===== config.mk =====
export PLATFORM = sky130hd
export DESIGN_NAME = dcw_decoder
export DESIGN_NICKNAME = d
export VERILOG_FILES = /design/src/dcw_pkg.sv /design/src/dcw_own_if.sv /design/src/dcw_owner_map.sv /design/src/dcw_decoder.sv
export SDC_FILE = /design/constraint.sdc
export NUM_CORES = 1
export LEC_CHECK = 0
export ABC_CLOCK_PERIOD_IN_PS = 1900
export BUFFER_PORTS_ARGS = -buffer_cell sky130_fd_sc_hd__buf_2
export CORE_MARGIN = 1.5
export CORE_UTILIZATION = 30
export DETAILED_ROUTE_END_ITERATION = 6
export PLACE_DENSITY = 0.64
export SLEW_MARGIN = 20
export SYNTH_ARGS = -nofsm -noshare
export SYNTH_HDL_FRONTEND = slang
export SYNTH_SLANG_ARGS = --single-unit

===== constraint.sdc =====
create_clock -name i_mclk -period 1.9 [get_ports i_mclk]
set_input_delay 0.19 -clock i_mclk [delete_from_list [all_inputs] [get_ports i_mclk]]
set_output_delay 0.19 -clock i_mclk [all_outputs]
set_load 0.01 [all_outputs]

===== src/dcw_pkg.sv =====
// Purpose: Shared constants and types for the drive command word decoder.
// Assumes: Drive command word one arrives as a 16-bit word with a telegram type code.
// Notes: Every bit position and mask used by the design lives here; single-bit reset values stay in the modules.

package dcw_pkg;

  // ************************************************************
  // Command word bit positions
  // ************************************************************
  localparam int unsigned CW_RAMP_STOP = 0;  // Low requests ramp stop, rising edge switches on.
  localparam int unsigned CW_COAST_STOP = 1;  // Low requests coast stop.
  localparam int unsigned CW_QUICK_STOP = 2;  // Low requests quick stop.
  localparam int unsigned CW_ENABLE_OP = 3;  // High enables operation.
  localparam int unsigned CW_RG_ENABLE = 4;  // Low forces the ramp generator to zero.
  localparam int unsigned CW_RG_RUN = 5;  // Low freezes the ramp generator.
  localparam int unsigned CW_SETPOINT = 6;  // High enables the setpoint.
  localparam int unsigned CW_FAULT_ACK = 7;  // Rising edge acknowledges faults.
  localparam int unsigned CW_PLC_CTRL = 10;  // High accepts process data.
  localparam int unsigned CW_REVERSE = 11;  // High inverts the setpoint.
  localparam int unsigned CW_MOP_UP = 13;  // High raises the motor potentiometer.
  localparam int unsigned CW_MOP_DOWN = 14;  // High lowers the motor potentiometer.
  localparam int unsigned CW_CDS_BIT0 = 15;  // Command data set select bit 0 under type 20.

  // ************************************************************
  // State word bit positions
  // ************************************************************
  localparam int unsigned SW_READY_ON = 0;  // Ready for switching on.
  localparam int unsigned SW_READY = 1;  // Ready.
  localparam int unsigned SW_OP_ENABLED = 2;  // Operation enabled.
  localparam int unsigned SW_FAULT = 3;  // Fault active.
  localparam int unsigned SW_NO_COAST = 4;  // Coast stop inactive.
  localparam int unsigned SW_NO_QUICK = 5;  // Quick stop inactive.
  localparam int unsigned SW_INHIBITED = 6;  // Switching on inhibited.
  localparam int unsigned SW_PLC_REQ = 9;  // Master control requested.

  // ************************************************************
  // Telegram type codes
  // ************************************************************
  localparam logic [7:0] TG_TYPE_1 = 8'h01;
  localparam logic [7:0] TG_TYPE_2 = 8'h02;
  localparam logic [7:0] TG_TYPE_3 = 8'h03;
  localparam logic [7:0] TG_TYPE_4 = 8'h04;
  localparam logic [7:0] TG_TYPE_7 = 8'h07;
  localparam logic [7:0] TG_TYPE_9 = 8'h09;
  localparam logic [7:0] TG_TYPE_20 = 8'h14;

  // ************************************************************
  // Ownership masks, one bit per word bit
  // ************************************************************
  localparam logic [15:0] CW_PROF_BASIC = 16'h07FF;  // Types 1 to 4, profile bits.
  localparam logic [15:0] CW_VEND_BASIC = 16'hF800;  // Types 1 to 4, vendor bits.
  localparam logic [15:0] CW_PROF_EXT = 16'h0FFF;  // Types 7 and 9, profile bits.
  localparam logic [15:0] CW_VEND_EXT = 16'hF000;  // Types 7 and 9, vendor bits.
  localparam logic [15:0] CW_PROF_T20 = 16'h8FFF;  // Type 20, profile bits.
  localparam logic [15:0] CW_RSVD_T20 = 16'h7000;  // Type 20, reserved bits.
  localparam logic [15:0] SW_PROF_BASIC = 16'h07FF;  // Types 1 to 4, profile bits.
  localparam logic [15:0] SW_VEND_BASIC = 16'hF800;  // Types 1 to 4, vendor bits.
  localparam logic [15:0] SW_PROF_EXT = 16'h3FFF;  // Types 7 and 9, profile bits.
  localparam logic [15:0] SW_VEND_EXT = 16'hC000;  // Types 7 and 9, vendor bits.
  localparam logic [15:0] SW_PROF_T20 = 16'hEFFF;  // Type 20, profile bits.
  localparam logic [15:0] SW_RSVD_T20 = 16'h1000;  // Type 20, reserved bits.
  localparam logic [15:0] CW_ALWAYS_IGNORED = 16'h1300;  // Bits 8, 9 and 12 never act.
  localparam logic [15:0] MASK_NONE = 16'h0000;  // Reset value of every mask.

  // ************************************************************
  // Reset values
  // ************************************************************
  localparam logic [15:0] CW_RESET = 16'h0000;  // Accepted command word after reset.
  localparam logic [7:0] TG_RESET = 8'h01;  // Telegram type assumed after reset.

  // Converter state machine, one-hot.
  typedef enum logic [6:0] {
    ST_INHIBIT = 7'b000_0001,  // Switching on inhibited.
    ST_READY_ON = 7'b000_0010,  // Ready for switching on.
    ST_READY = 7'b000_0100,  // Ready, pulses locked.
    ST_RUN = 7'b000_1000,  // Operation enabled.
    ST_RAMP_STOP = 7'b001_0000,  // Braking on the normal ramp.
    ST_QUICK_STOP = 7'b010_0000,  // Braking on the quick-stop ramp.
    ST_FAULT = 7'b100_0000  // Fault reaction, pulses locked.
  } dcw_state_type;

endpackage : dcw_pkg


===== src/dcw_own_if.sv =====
// Purpose: Carries the telegram type and the bit ownership masks between modules.
// Assumes: One clock domain; the decoder drives, the owner map answers.
// Notes: Masks lag the telegram type by one clock.

`timescale 1ns/1ps
`default_nettype none

interface dcw_own_if;
  logic [7:0] telegram_type;  // Active telegram type code.
  logic [15:0] cw_profile;  // Command word bits that follow the open profile.
  logic [15:0] cw_vendor;  // Command word bits that are vendor-specific.
  logic [15:0] cw_reserved;  // Command word bits that are reserved.
  logic [15:0] sw_profile;  // State word bits that follow the open profile.
  logic [15:0] sw_vendor;  // State word bits that are vendor-specific.
  logic [15:0] sw_reserved;  // State word bits that are reserved.
  logic is_t20;  // Telegram type 20 is active.

  // The decoder side supplies the type and reads the masks.
  modport decoder (
    output telegram_type,
    input cw_profile, cw_vendor, cw_reserved, sw_profile, sw_vendor, sw_reserved, is_t20
  );

  // The owner map reads the type and supplies the masks.
  modport owner (
    input telegram_type,
    output cw_profile, cw_vendor, cw_reserved, sw_profile, sw_vendor, sw_reserved, is_t20
  );
endinterface : dcw_own_if

`default_nettype wire


===== src/dcw_owner_map.sv =====
// Purpose: Maps the telegram type to ownership masks for both words.
// Assumes: Unknown telegram types use the layout of types 1 to 4.
// Notes: All masks come from flip-flops.

`timescale 1ns/1ps
`default_nettype none

module dcw_owner_map (
  input wire logic i_mclk,
  input wire logic i_nrst,
  dcw_own_if.owner own
);
  import dcw_pkg::*;

  // ************************************************************
  // Type decode
  // ************************************************************
  wire logic is_ext;  // Types 7 and 9.
  wire logic is_t20;  // Type 20.
  assign is_ext = (own.telegram_type == TG_TYPE_7) || (own.telegram_type == TG_TYPE_9);
  assign is_t20 = (own.telegram_type == TG_TYPE_20);

  wire logic [15:0] cw_prof_d;
  wire logic [15:0] cw_vend_d;
  wire logic [15:0] cw_rsvd_d;
  assign cw_prof_d = is_t20 ? CW_PROF_T20 : (is_ext ? CW_PROF_EXT : CW_PROF_BASIC);
  assign cw_vend_d = is_t20 ? MASK_NONE : (is_ext ? CW_VEND_EXT : CW_VEND_BASIC);
  assign cw_rsvd_d = is_t20 ? CW_RSVD_T20 : MASK_NONE;

  wire logic [15:0] sw_prof_d;
  wire logic [15:0] sw_vend_d;
  wire logic [15:0] sw_rsvd_d;
  assign sw_prof_d = is_t20 ? SW_PROF_T20 : (is_ext ? SW_PROF_EXT : SW_PROF_BASIC);
  assign sw_vend_d = is_t20 ? MASK_NONE : (is_ext ? SW_VEND_EXT : SW_VEND_BASIC);
  assign sw_rsvd_d = is_t20 ? SW_RSVD_T20 : MASK_NONE;

  // Registers the masks so that the decoder reads stable values.
  always_ff @(posedge i_mclk or negedge i_nrst)
  begin
    if (!i_nrst)
    begin
      own.cw_profile <= MASK_NONE;
      own.cw_vendor <= MASK_NONE;
      own.cw_reserved <= MASK_NONE;
      own.sw_profile <= MASK_NONE;
      own.sw_vendor <= MASK_NONE;
      own.sw_reserved <= MASK_NONE;
      own.is_t20 <= 1'b0;
    end
    else
    begin
      own.cw_profile <= cw_prof_d;
      own.cw_vendor <= cw_vend_d;
      own.cw_reserved <= cw_rsvd_d;
      own.sw_profile <= sw_prof_d;
      own.sw_vendor <= sw_vend_d;
      own.sw_reserved <= sw_rsvd_d;
      own.is_t20 <= is_t20;
    end
  end
endmodule // dcw_owner_map

`default_nettype wire


===== src/dcw_decoder.sv =====
// Purpose: Decodes drive command word one into converter commands and state.
// Assumes: A new command word is offered with a one-cycle valid strobe.
// Notes: Word edges are found between successive accepted words.

`timescale 1ns/1ps
`default_nettype none

module dcw_decoder #(
  parameter int unsigned TYPE_WIDTH = 8  // Width of the telegram type code.
) (
  input wire logic i_mclk,  // System clock, 10 MHz.
  input wire logic i_nrst,  // Asynchronous reset, active low.
  input wire logic [15:0] i_cmd_word,  // Drive command word one from the master.
  input wire logic i_cmd_valid,  // One-cycle strobe: a new word has arrived.
  input wire logic [TYPE_WIDTH-1:0] i_telegram_type,  // Active telegram type.
  input wire logic i_fault_event,  // One-cycle pulse: the converter detected a fault.
  input wire logic i_standstill,  // Level: the motor stands still.
  output logic o_pulse_enable,  // Power stage pulses may run.
  output logic o_ramp_force_zero,  // Ramp generator output forced to zero.
  output logic o_ramp_hold,  // Ramp generator output frozen.
  output logic o_ramp_up,  // Ramp generator runs towards the setpoint.
  output logic o_ramp_down,  // Ramp generator brakes on the normal ramp.
  output logic o_ramp_quick,  // Ramp generator brakes on the quick-stop ramp.
  output logic o_reverse,  // Setpoint sign inverted.
  output logic o_mop_up,  // Motor potentiometer raise.
  output logic o_mop_down,  // Motor potentiometer lower.
  output logic o_cds_bit0,  // Command data set select bit 0.
  output logic o_plc_control,  // High from the first accepted word until reset.
  output logic [15:0] o_drive_state_word_one,  // Profile part of state word one.
  output logic [15:0] o_cw_profile_mask,  // Command word profile bits.
  output logic [15:0] o_cw_vendor_mask,  // Command word vendor bits.
  output logic [15:0] o_cw_reserved_mask,  // Command word reserved bits.
  output logic [15:0] o_sw_profile_mask,  // State word profile bits.
  output logic [15:0] o_sw_vendor_mask,  // State word vendor bits.
  output logic [15:0] o_sw_reserved_mask  // State word reserved bits.
);
  import dcw_pkg::*;

  // Refuse type widths too narrow for the type 20 code.
  if (TYPE_WIDTH < 5 || TYPE_WIDTH > 8)
  begin : g_bad_width
    $error("TYPE_WIDTH must lie between 5 and 8.");
  end

  // ************************************************************
  // Ownership map
  // ************************************************************
  dcw_own_if own ();  // Carrier to the ownership map.
  assign own.telegram_type = 8'(i_telegram_type);

  // Instance that turns the telegram type into ownership masks.
  dcw_owner_map u_owner (
    .i_mclk(i_mclk),
    .i_nrst(i_nrst),
    .own(own)
  );

  // ************************************************************
  // Word acceptance
  // ************************************************************
  logic [15:0] word_q;  // Last accepted command word.
  logic [15:0] prev_q;  // Word accepted before that.
  logic fresh_q;  // A word was accepted in the previous clock.
  logic t20_prev_q;  // Type 20 was active in the previous clock.
  logic mop_kept_q;  // Type 20 entered from another type; MOTOR_POTENTIOMETER meaning kept.
  logic mop_kept_d;

  wire logic accept;
  assign accept = i_cmd_valid && i_cmd_word[CW_PLC_CTRL];

  // Holds the accepted word and its predecessor for edge detection.
  always_ff @(posedge i_mclk or negedge i_nrst)
  begin
    if (!i_nrst)
    begin
      word_q <= CW_RESET;
      prev_q <= CW_RESET;
      fresh_q <= 1'b0;
    end
    else
    begin
      fresh_q <= accept;
      if (accept)
      begin
        word_q <= i_cmd_word;
        prev_q <= word_q;
      end
    end
  end

  assign mop_kept_d = own.is_t20 ? (mop_kept_q || !t20_prev_q) : 1'b0;

  // Tracks entry into type 20; masks still at reset count as type 20, so a start there keeps none.
  always_ff @(posedge i_mclk or negedge i_nrst)
  begin
    if (!i_nrst)
    begin
      t20_prev_q <= 1'b1;
      mop_kept_q <= 1'b0;
    end
    else
    begin
      t20_prev_q <= own.is_t20 || (own.cw_profile == MASK_NONE);
      mop_kept_q <= mop_kept_d;
    end
  end

  // ************************************************************
  // Effective command bits
  // ************************************************************
  // ignored bits masked.
  wire logic [15:0] usable;  // Bits allowed to act under the active telegram.
  wire logic [15:0] kept;  // Reserved MOTOR_POTENTIOMETER bits brought back after a type change.
  wire logic [15:0] cw;  // Effective command word.
  assign kept = mop_kept_q ? ((16'h0001 << CW_MOP_UP) | (16'h0001 << CW_MOP_DOWN)) : MASK_NONE;
  assign usable = ~CW_ALWAYS_IGNORED & (~own.cw_reserved | kept);
  assign cw = word_q & usable;

  // Decoded command levels and edges.
  wire logic on_cmd;
  wire logic no_coast;
  wire logic no_quick;
  wire logic enable_op;
  wire logic on_rise;
  wire logic ack_rise;
  assign on_cmd = cw[CW_RAMP_STOP];
  assign no_coast = cw[CW_COAST_STOP];
  assign no_quick = cw[CW_QUICK_STOP];
  assign enable_op = cw[CW_ENABLE_OP];
  assign on_rise = fresh_q && on_cmd && !prev_q[CW_RAMP_STOP];
  assign ack_rise = fresh_q && cw[CW_FAULT_ACK] && !prev_q[CW_FAULT_ACK];

  // ************************************************************
  // Fault flag
  // ************************************************************
  logic fault_q;  // Pending fault.
  logic fault_d;
  assign fault_d = i_fault_event || (fault_q && !ack_rise);

  // Holds the pending fault until acknowledged.
  always_ff @(posedge i_mclk or negedge i_nrst)
  begin
    if (!i_nrst)
    begin
      fault_q <= 1'b0;
    end
    else
    begin
      fault_q <= fault_d;
    end
  end

  // ************************************************************
  // Converter state machine
  // ************************************************************
  dcw_state_type state_q;
  dcw_state_type state_d;

  // Works out the next converter state; faults take priority.
  always_comb
  begin
    state_d = state_q;
    if (fault_d)
    begin
      state_d = ST_FAULT;
    end
    else
    begin
      unique case (state_q)
        ST_INHIBIT:
        begin
          // Leaves inhibit only after the switch-on command was withdrawn.
          if (!on_cmd && no_coast && no_quick)
          begin
            state_d = ST_READY_ON;
          end
        end
        ST_READY_ON:
        begin
          if (!no_coast || !no_quick)
          begin
            state_d = ST_INHIBIT;
          end
          else if (on_rise)
          begin
            state_d = ST_READY;
          end
        end
        ST_READY:
        begin
          if (!no_coast || !no_quick)
          begin
            state_d = ST_INHIBIT;
          end
          else if (!on_cmd)
          begin
            state_d = ST_READY_ON;
          end
          else if (enable_op)
          begin
            state_d = ST_RUN;
          end
        end
        ST_RUN, ST_RAMP_STOP:
        begin
          if (!no_coast)
          begin
            state_d = ST_INHIBIT;
          end
          else if (!enable_op)
          begin
            state_d = on_cmd ? ST_READY : ST_READY_ON;
          end
          else if (!no_quick)
          begin
            state_d = ST_QUICK_STOP;
          end
          else if (!on_cmd)
          begin
            state_d = i_standstill ? ST_READY_ON : ST_RAMP_STOP;
          end
          else if (state_q == ST_RAMP_STOP && on_rise)
          begin
            state_d = ST_RUN;
          end
        end
        ST_QUICK_STOP:
        begin
          if (!no_coast || !enable_op || i_standstill)
          begin
            state_d = ST_INHIBIT;
          end
        end
        ST_FAULT:
        begin
          if (ack_rise)
          begin
            state_d = on_cmd ? ST_INHIBIT : ST_READY_ON;
          end
        end
        default:
        begin
          state_d = ST_FAULT;
        end
      endcase
    end
  end

  // Advances the converter state.
  always_ff @(posedge i_mclk or negedge i_nrst)
  begin
    if (!i_nrst)
    begin
      state_q <= ST_INHIBIT;
    end
    else
    begin
      state_q <= state_d;
    end
  end

  // ************************************************************
  // Command outputs
  // ************************************************************
  wire logic running_d;  // Pulses enabled in the next state.
  assign running_d = (state_d == ST_RUN) || (state_d == ST_RAMP_STOP) ||
                     (state_d == ST_QUICK_STOP);
  wire logic mop_ok;  // MOTOR_POTENTIOMETER bits carry meaning now.
  assign mop_ok = !own.is_t20 || mop_kept_q;

  // Registers every command output.
  always_ff @(posedge i_mclk or negedge i_nrst)
  begin
    if (!i_nrst)
    begin
      o_pulse_enable <= 1'b0;
      o_ramp_force_zero <= 1'b1;
      o_ramp_hold <= 1'b0;
      o_ramp_up <= 1'b0;
      o_ramp_down <= 1'b0;
      o_ramp_quick <= 1'b0;
      o_reverse <= 1'b0;
      o_mop_up <= 1'b0;
      o_mop_down <= 1'b0;
      o_cds_bit0 <= 1'b0;
      o_plc_control <= 1'b0;
    end
    else
    begin
      o_pulse_enable <= running_d;
      o_ramp_force_zero <= !running_d || !cw[CW_RG_ENABLE];
      o_ramp_hold <= running_d && !cw[CW_RG_RUN];
      o_ramp_up <= (state_d == ST_RUN) && cw[CW_SETPOINT];
      o_ramp_down <= (state_d == ST_RAMP_STOP) || ((state_d == ST_RUN) && !cw[CW_SETPOINT]);
      o_ramp_quick <= (state_d == ST_QUICK_STOP);
      o_reverse <= cw[CW_REVERSE];
      o_mop_up <= mop_ok && cw[CW_MOP_UP];
      o_mop_down <= mop_ok && cw[CW_MOP_DOWN];
      o_cds_bit0 <= own.is_t20 && cw[CW_CDS_BIT0];
      o_plc_control <= word_q[CW_PLC_CTRL];
    end
  end

  // ************************************************************
  // State word and masks
  // ************************************************************
  wire logic [15:0] sw_d;
  assign sw_d = (16'((state_q == ST_READY_ON) || (state_q == ST_READY)) << SW_READY_ON) |
                (16'((state_q == ST_READY) || running_d) << SW_READY) |
                (16'(state_q == ST_RUN) << SW_OP_ENABLED) |
                (16'(fault_q) << SW_FAULT) |
                (16'(no_coast) << SW_NO_COAST) |
                (16'(no_quick) << SW_NO_QUICK) |
                (16'(state_q == ST_INHIBIT) << SW_INHIBITED) |
                (16'(1'b1) << SW_PLC_REQ);

  // state word masked to profile bits.
  always_ff @(posedge i_mclk or negedge i_nrst)
  begin
    if (!i_nrst)
    begin
      o_drive_state_word_one <= MASK_NONE;
    end
    else
    begin
      o_drive_state_word_one <= sw_d & own.sw_profile;
    end
  end

  assign o_cw_profile_mask = own.cw_profile;
  assign o_cw_vendor_mask = own.cw_vendor;
  assign o_cw_reserved_mask = own.cw_reserved;
  assign o_sw_profile_mask = own.sw_profile;
  assign o_sw_vendor_mask = own.sw_vendor;
  assign o_sw_reserved_mask = own.sw_reserved;
endmodule // dcw_decoder

`default_nettype wire


==> qor.csv, run 1 <==
stage,metric,value,unit
outcome,status,completed,
timing,fin_skew,10.00,ps
pwr,p_per_area,669.9,nW/um2
critical_path,crit_arrival,2140,ps
synth,synth.top_cell.area_share,0.4071,
synth,synth_top_family_by_area,buffers and inverters,
timing,setup_slack,20.70,ps
clock_tree,numCtsBuffers,5,
clock_tree,clock_path_buffers,2,
placed_design,dpl_cell_area,3173,um2
placed_design,hpwlAfterDp,4446,um
synth,synth.most_common_cell,buf_4,
critical_path,start_kind,flip-flop,
cells_and_area,nFillCells,995,
critical_path,crit_fanout,5,
timing,setup_viol,0,
synth,syn_area,2950,um2
cells_and_area,final_area,3312,um2
die,ios,152,
placed_design,gp_congestion,0.8445,
pwr,clkPwrFrac,0.304,
global_route,gr-total-overflow,0,
pwr,switching_share,0.2923,
clock_tree,cts_tree,yes,
timing,max_freq,532.1,MHz
synth,yosysSeqAreaShare,0.4338,
synth,synth_fa_ha_area_frac,0,
synth,synth_cells,298,
synth,yosysTopAreaCell,dfrtp_1,
synth,ys_async_sr_fraction,1.000,
routing,via_per_inst,3.984,
timing,slew_viol_final,0,
routing,routed_wl,5674,um
critical_path,cp.required,2160,ps
global_route,grt_max_degree,33,
pwr,power.switching,0.6486,mW
timing,slew_headroom,0.5623,
die,core_area,9639,um2
pwr,p_seq_frac,0.544,
synth,avgSynthCellArea,9.900,um2
critical_path,cp-end-kind,flip-flop,
synth,netlist_top_cells_count,"buf_4, dfrtp_1, nand2_1, nor2_1, mux2_2",
cells_and_area,drive_gt1_frac,0.3925,
clock_tree,root_buffer,clkbuf_8,
synth,ys.flop_type,dfrtp_1,
cells_and_area,nets,400,
worst_hold_path,hp-class,in2reg,
global_route,grt_pass1_vias,1850,
cells_and_area,multi_input_area,1089,um2
clock_tree,htree_levels,2,
cells_and_area,areaGrowthSynthToFinish,12.26,%
timing,period_minus_slack,1879,ps
synth,ys_ff_latch,51,
synth,synth-compound-area-share,0.07506,
routing,drt-wirelength-per-cell,11.21,um
timing,fin_hold_ws,94.86,ps
synth,synth_area_leaders,"dfrtp_1, buf_4, mux2_2",
clock_tree,insertion_delay,320,ps
cells_and_area,fin_util,0.3436,
timing,worst_slew_pin_slew,654.9,ps
routing,drt.antenna.violating_nets,0,
global_route,antenna_found_initial,1,
die,die_h,102.2,um
critical_path,critPathKind,reg2reg,
global_route,grt_pass1_wl,8921,um
routing,drt_first_pass_iters,4,
cells_and_area,ff_latch_area,1281,um2
pwr,p_int,1.570,mW
synth,synth-xor-area-share,0.005937,
die,row_count,36,
routing,drt_iter0_markers,49,
cells_and_area,final_cells,506,
die,fp.dieArea,10440,um2
pwr,peakVddDrop,0.3147,mV
synth,synth_edf_count,0,
die,fp.dieW,102.2,um
placed_design,pre_cts_ws,4.888,ps
timing,hold_violations,0,
placed_design,io_buffers,87,
routing,vias,2016,
clock_tree,clock-sinks,51,
clock_tree,clk_pin_slew_worst_paths,100,ps
placed_design,dp_cells,493,
die,start_util,0.3061,
timing,rsz0062_at_grt,true,
global_route,track_usage,0.1118,
synth,synth-warning-count,0,
routing,drcViolationCount,0,
flow_run,max_cap_viol_count,0,
timing,fin_crit_sh,0.9891,
synth,synth.distinct_cells,41,
pwr,p_leak,1.674,nW
synth,synth_mux_area_frac,0.04580,
pwr,p_comb_frac,0.152,
synth,synthSimpleGateAreaFrac,0.1616,
power by group through the flow:
stage	sequential, mW	clock, mW	combinational, mW
final	1.21	0.675	0.337
after global routing	1.22	0.745	0.381
after CTS	1.21	0.695	0.340
after detailed placement	1.23	0	0.338
after global placement	1.23	0	0.333
after floorplan	1.22	0	0.313
layer usage:
metal / vias to the layer above / routed length, um / track usage
met4: 0 / 104 / 0.04953
met5: - / 0 / 0
met2: 105 / 2770 / 0.1890
met3: 8 / 566 / 0.03557
li1: 974 / - / -
met1: 929 / 2233 / 0.1298
layout by cell type (no fill, tap or decap), types with 5 or more instances in the layout:
cell / n
a21oi_1: 7
nor3_1: 6
nand2_1: 17
dfrtp_1: 47
buf_2: 87
o21ai_0: 7
mux2_2: 12
nand2b_1: 5
nor2_1: 13
clkbuf_8: 5
inv_1: 9
nor4_1: 5
and2_1: 9
buf_4: 23
conb_1: 62
kinds of logic after synthesis:
group                  Yosys count
XOR/XNOR                         2
AO/OA/AOI/OAI                   34
AND/OR/NAND/NOR                 81
flip-flops                      51
multiplexers                    12
other                            2
buffers and inverters          116
path summary, 6_finish.rpt:
check	startpoint	to	slack [ps]	cells past startpoint
worst max-delay path	state_q[0]	o_drive_state_word_one[1]	20	6
worst min-delay path	i_cmd_word[2]	word_q[2]	90	2
worst min register to register	word_q[11]	o_reverse	390	0
min in group asynchronous	i_nrst	o_drive_state_word_one[2]	360	3
max in group asynchronous	i_nrst	state_q[0]	1240	3
worst max register to register	state_q[0]	o_drive_state_word_one[1]	20	6
repair_timing:
item | in CTS | in global routing
hold endpoints to repair | 48 | 0
buffers inserted | 3 | 0
resized for setup | 1 | 1
hold buffers | 1 | 0
setup endpoints to repair | 2 | 10
layout make-up:
cell class                      instances  share of cell area
Antenna cell                            1           0.0007556
Multi-Input combinational cell        191              0.3287
Timing Repair Buffer                  112              0.1927
Sequential cell                        51              0.3869
Clock buffer                            5             0.02078
Clock inverter                          3            0.008689
Inverter                               10             0.01133
Tap cell                              133             0.05025
metrics by stage:
stage / power [mW] / setup TNS (ps)
CTS: 2.240 / 0
global placement: 1.559 / 0
floorplan: 1.535 / 0
global route: 2.344 / -716.8
finish: 2.219 / 0
detailed placement: 1.565 / 0
sequential cells by signal, summed over array words and instances (netlist names):
signal                  count
o_mop_down                  1
o_reverse                   1
u_owner.own.cw_vendor       2
o_ramp_force_zero           1
o_mop_up                    1
o_ramp_down                 1
mop_kept_q                  1
u_owner.own.sw_profile      4
prev_q                      2
o_ramp_quick                1
o_ramp_hold                 1
o_pulse_enable              1
o_drive_state_word_one      8
o_cds_bit0                  1
o_ramp_up                   1
fresh_q                     1
fault_q                     1
word_q                     13
state_q                     7
t20_prev_q                  1
o_plc_control               1
critical path, cell delays in order (launching register included):
cell	delay (ps)
dfstp_2	390
buf_4	130
or3_1	440
nor4_1	400
o21a_1	210
or2_1	130
o31a_1	110
No activity file was read; power rests on OpenSTA's default activity.
==> run 2: changes to the inputs <==
Settings changed: CORE_MARGIN 1.5 to 2.
==> run 2 against run 1 <==
The flow now finishes with violations (negative hold slack, negative setup slack). Design area shrank 1.7%. Sequential power about the same. Clock-buffer cell count up 1. Via count down 0.94%. Utilization is 0.58 points lower. Register-to-register slack lost 40 ps.
==> qor.csv, run 2 (synthesized netlist as in run 1, its figures left out) <==
stage,metric,value,unit,change
outcome,status,finished with violations,,was completed
outcome,violations,"negative hold slack, negative setup slack",,
cells_and_area,fin_util,0.3377,,was 0.3436
placed_design,gp_congestion,0.8270,,was 0.8445
critical_path,slowest_delay,550,ps,was 440 ps
timing,fin_skew,8.086,ps,was 10.00 ps
pwr,p_per_area,662.4,nW/um2,was 669.9 nW/um2
global_route,track_usage,0.1026,,was 0.1118
clock_tree,root_buffer,clkbuf_8,,unchanged
clock_tree,clock-sinks,51,,unchanged
timing,period_minus_slack,1914,ps,was 1879 ps
die,die_h,103.2,um,was 102.2 um
routing,drcViolationCount,0,,unchanged
die,fp.dieW,103.2,um,was 102.2 um
die,row_count,36,,unchanged
routing,drt.antenna.violating_nets,0,,unchanged
cells_and_area,nets,395,,was 400
clock_tree,clk_pin_slew_worst_paths,90,ps,was 100 ps
cells_and_area,drive_gt1_frac,0.3869,,was 0.3925
timing,fin_crit_sh,1.008,,was 0.9891
cells_and_area,largest_register,word_q,,unchanged
timing,fin_hold_ws,-23.71,ps,was 94.86 ps
critical_path,critPathKind,reg2reg,,unchanged
placed_design,pre_cts_ws,-24.39,ps,was 4.888 ps
die,core_area,9639,um2,unchanged
clock_tree,numCtsBuffers,5,,unchanged
pwr,p_leak,1.638,nW,was 1.674 nW
global_route,grt_pass1_vias,1643,,was 1850
clock_tree,cts_tree,yes,,unchanged
timing,setup_slack,-14.49,ps,was 20.70 ps
die,ios,152,,unchanged
placed_design,dp_cells,490,,was 493
clock_tree,htree_levels,2,,unchanged
clock_tree,clock_path_buffers,2,,unchanged
timing,setup_tns,-21.00,ps,was 0 ps
timing,max_freq,522.3,MHz,was 532.1 MHz
routing,drt-wirelength-per-cell,11.32,um,was 11.21 um
critical_path,slowest_stage,or4_4,,was or3_1
routing,via_per_inst,3.986,,was 3.984
timing,setup_viol,2,,was 0
routing,drt_iter0_markers,49,,unchanged
cells_and_area,largest_reg_flops,13,,unchanged
global_route,gr-total-overflow,0,,unchanged
timing,worst_slew_pin_slew,683.8,ps,was 654.9 ps
die,start_util,0.3061,,unchanged
critical_path,cp.required,2150,ps,was 2160 ps
routing,routed_wl,5669,um,was 5674 um
routing,vias,1997,,was 2016
cells_and_area,layout_common_cells,"buf_2, conb_1, dfrtp_1",,unchanged
critical_path,cp-end-kind,flip-flop,,unchanged
timing,rsz0062_at_grt,true,,unchanged
critical_path,path_cells,or4_4 -> nor4b_4 -> nor4b_4 -> o21ai_2 -> inv_2 -> o31a_1,,was buf_4 -> or3_1 -> nor4_1 -> o21a_1 -> or2_1 -> o31a_1
timing,hold_violations,48,,was 0
critical_path,critPathMostFrequentCell,nor4b_4,,
global_route,antenna_found_initial,1,,unchanged
critical_path,start_kind,flip-flop,,unchanged
die,fp.dieArea,10640,um2,was 10440 um2
pwr,peakVddDrop,0.3010,mV,was 0.3147 mV
cells_and_area,final_cells,501,,was 506
global_route,grt_pass1_wl,8342,um,was 8921 um
critical_path,crit_fanout,4,,was 5
routing,drt_first_pass_iters,4,,unchanged
placed_design,hpwlAfterDp,4377,um,was 4446 um
clock_tree,insertion_delay,300,ps,was 320 ps
flow_run,max_cap_viol_count,0,,unchanged
timing,slew_headroom,0.5441,,was 0.5623
cells_and_area,mostFrequentLayoutCell,buf_2,,unchanged
clock_tree,postCtsHoldBufs,0,,was 1
placed_design,io_buffers,87,,unchanged
cells_and_area,areaGrowthSynthToFinish,10.35,%,was 12.26%
cells_and_area,top_regs,"word_q: 13 flops, o_drive_state_word_one: 8 flops, state_q: 7 flops",,unchanged
critical_path,crit_arrival,2160,ps,was 2140 ps
worst_hold_path,hp-class,in2async,,was in2reg
global_route,grt_max_degree,52,,was 33
timing,slew_viol_final,0,,unchanged
[run 2: cell type report]
cell class | instances | area [um2]
inverter | 10 | 37.54
clock inverter | 2 | 16.27
multi-input combinational | 191 | 1094
sequential | 51 | 1281
tap | 133 | 166.4
clock buffer | 6 | 72.57
timing repair buffer | 107 | 585.6
antenna | 1 | 2.502
fill | 1041 | 6384
[run 2: path summary, 6_finish.rpt]
kind                                             endpoint           from  cells after the start  slack (ps)
worst max register to register  o_drive_state_word_one[1]     state_q[0]                      6         -10
worst max-delay path            o_drive_state_word_one[1]     state_q[0]                      6         -10
worst min-delay path            o_drive_state_word_one[6]         i_nrst                      2         -20
max in group asynchronous                      state_q[5]         i_nrst                      2        1480
worst min register to register                  o_reverse     word_q[11]                      0         380
min in group i_mclk                             word_q[0]  i_cmd_word[0]                      3          90
[run 2: through the flow]
stage / power, mW / cell area, um2
after floorplan: 1.535 / 3176
after global placement: 1.545 / 3138
after detailed placement: 1.554 / 3138
after CTS: 2.184 / 3228
after global routing: 2.276 / 3253
final: 2.156 / 3256
[run 2: repair_timing]
action                                  in CTS  in global routing
pin swaps                                    0                  1
endpoints found under the setup margin       3                  6
buffers inserted                             0                  2
gates resized for setup                      1                  2
[run 2: worst max-delay path, delay by kind of cell (launching register included)]
family | cells | cell delay, ps
AO/OA/AOI/OAI | 2 | 260
AND/OR/NAND/NOR | 3 | 1120
buffers and inverters | 1 | 90
flip-flops | 1 | 380
[run 2: report_power, final]
group	total (mW)	switching (mW)	internal (mW)
clock	0.627	0.362	0.265
combinational	0.319	0.193	0.126
sequential	1.21	0.0571	1.15
[run 2: metal layers]
| metal | vias up | GRT usage | wire (um) |
|---|---|---|---|
| met2 | 92 | 0.1713 | 2718 |
| met3 | 11 | 0.02419 | 458 |
| li1 | 965 | - | - |
| met4 | 0 | 0.04656 | 143 |
| met5 | - | 0 | 0 |
| met1 | 929 | 0.1261 | 2349 |
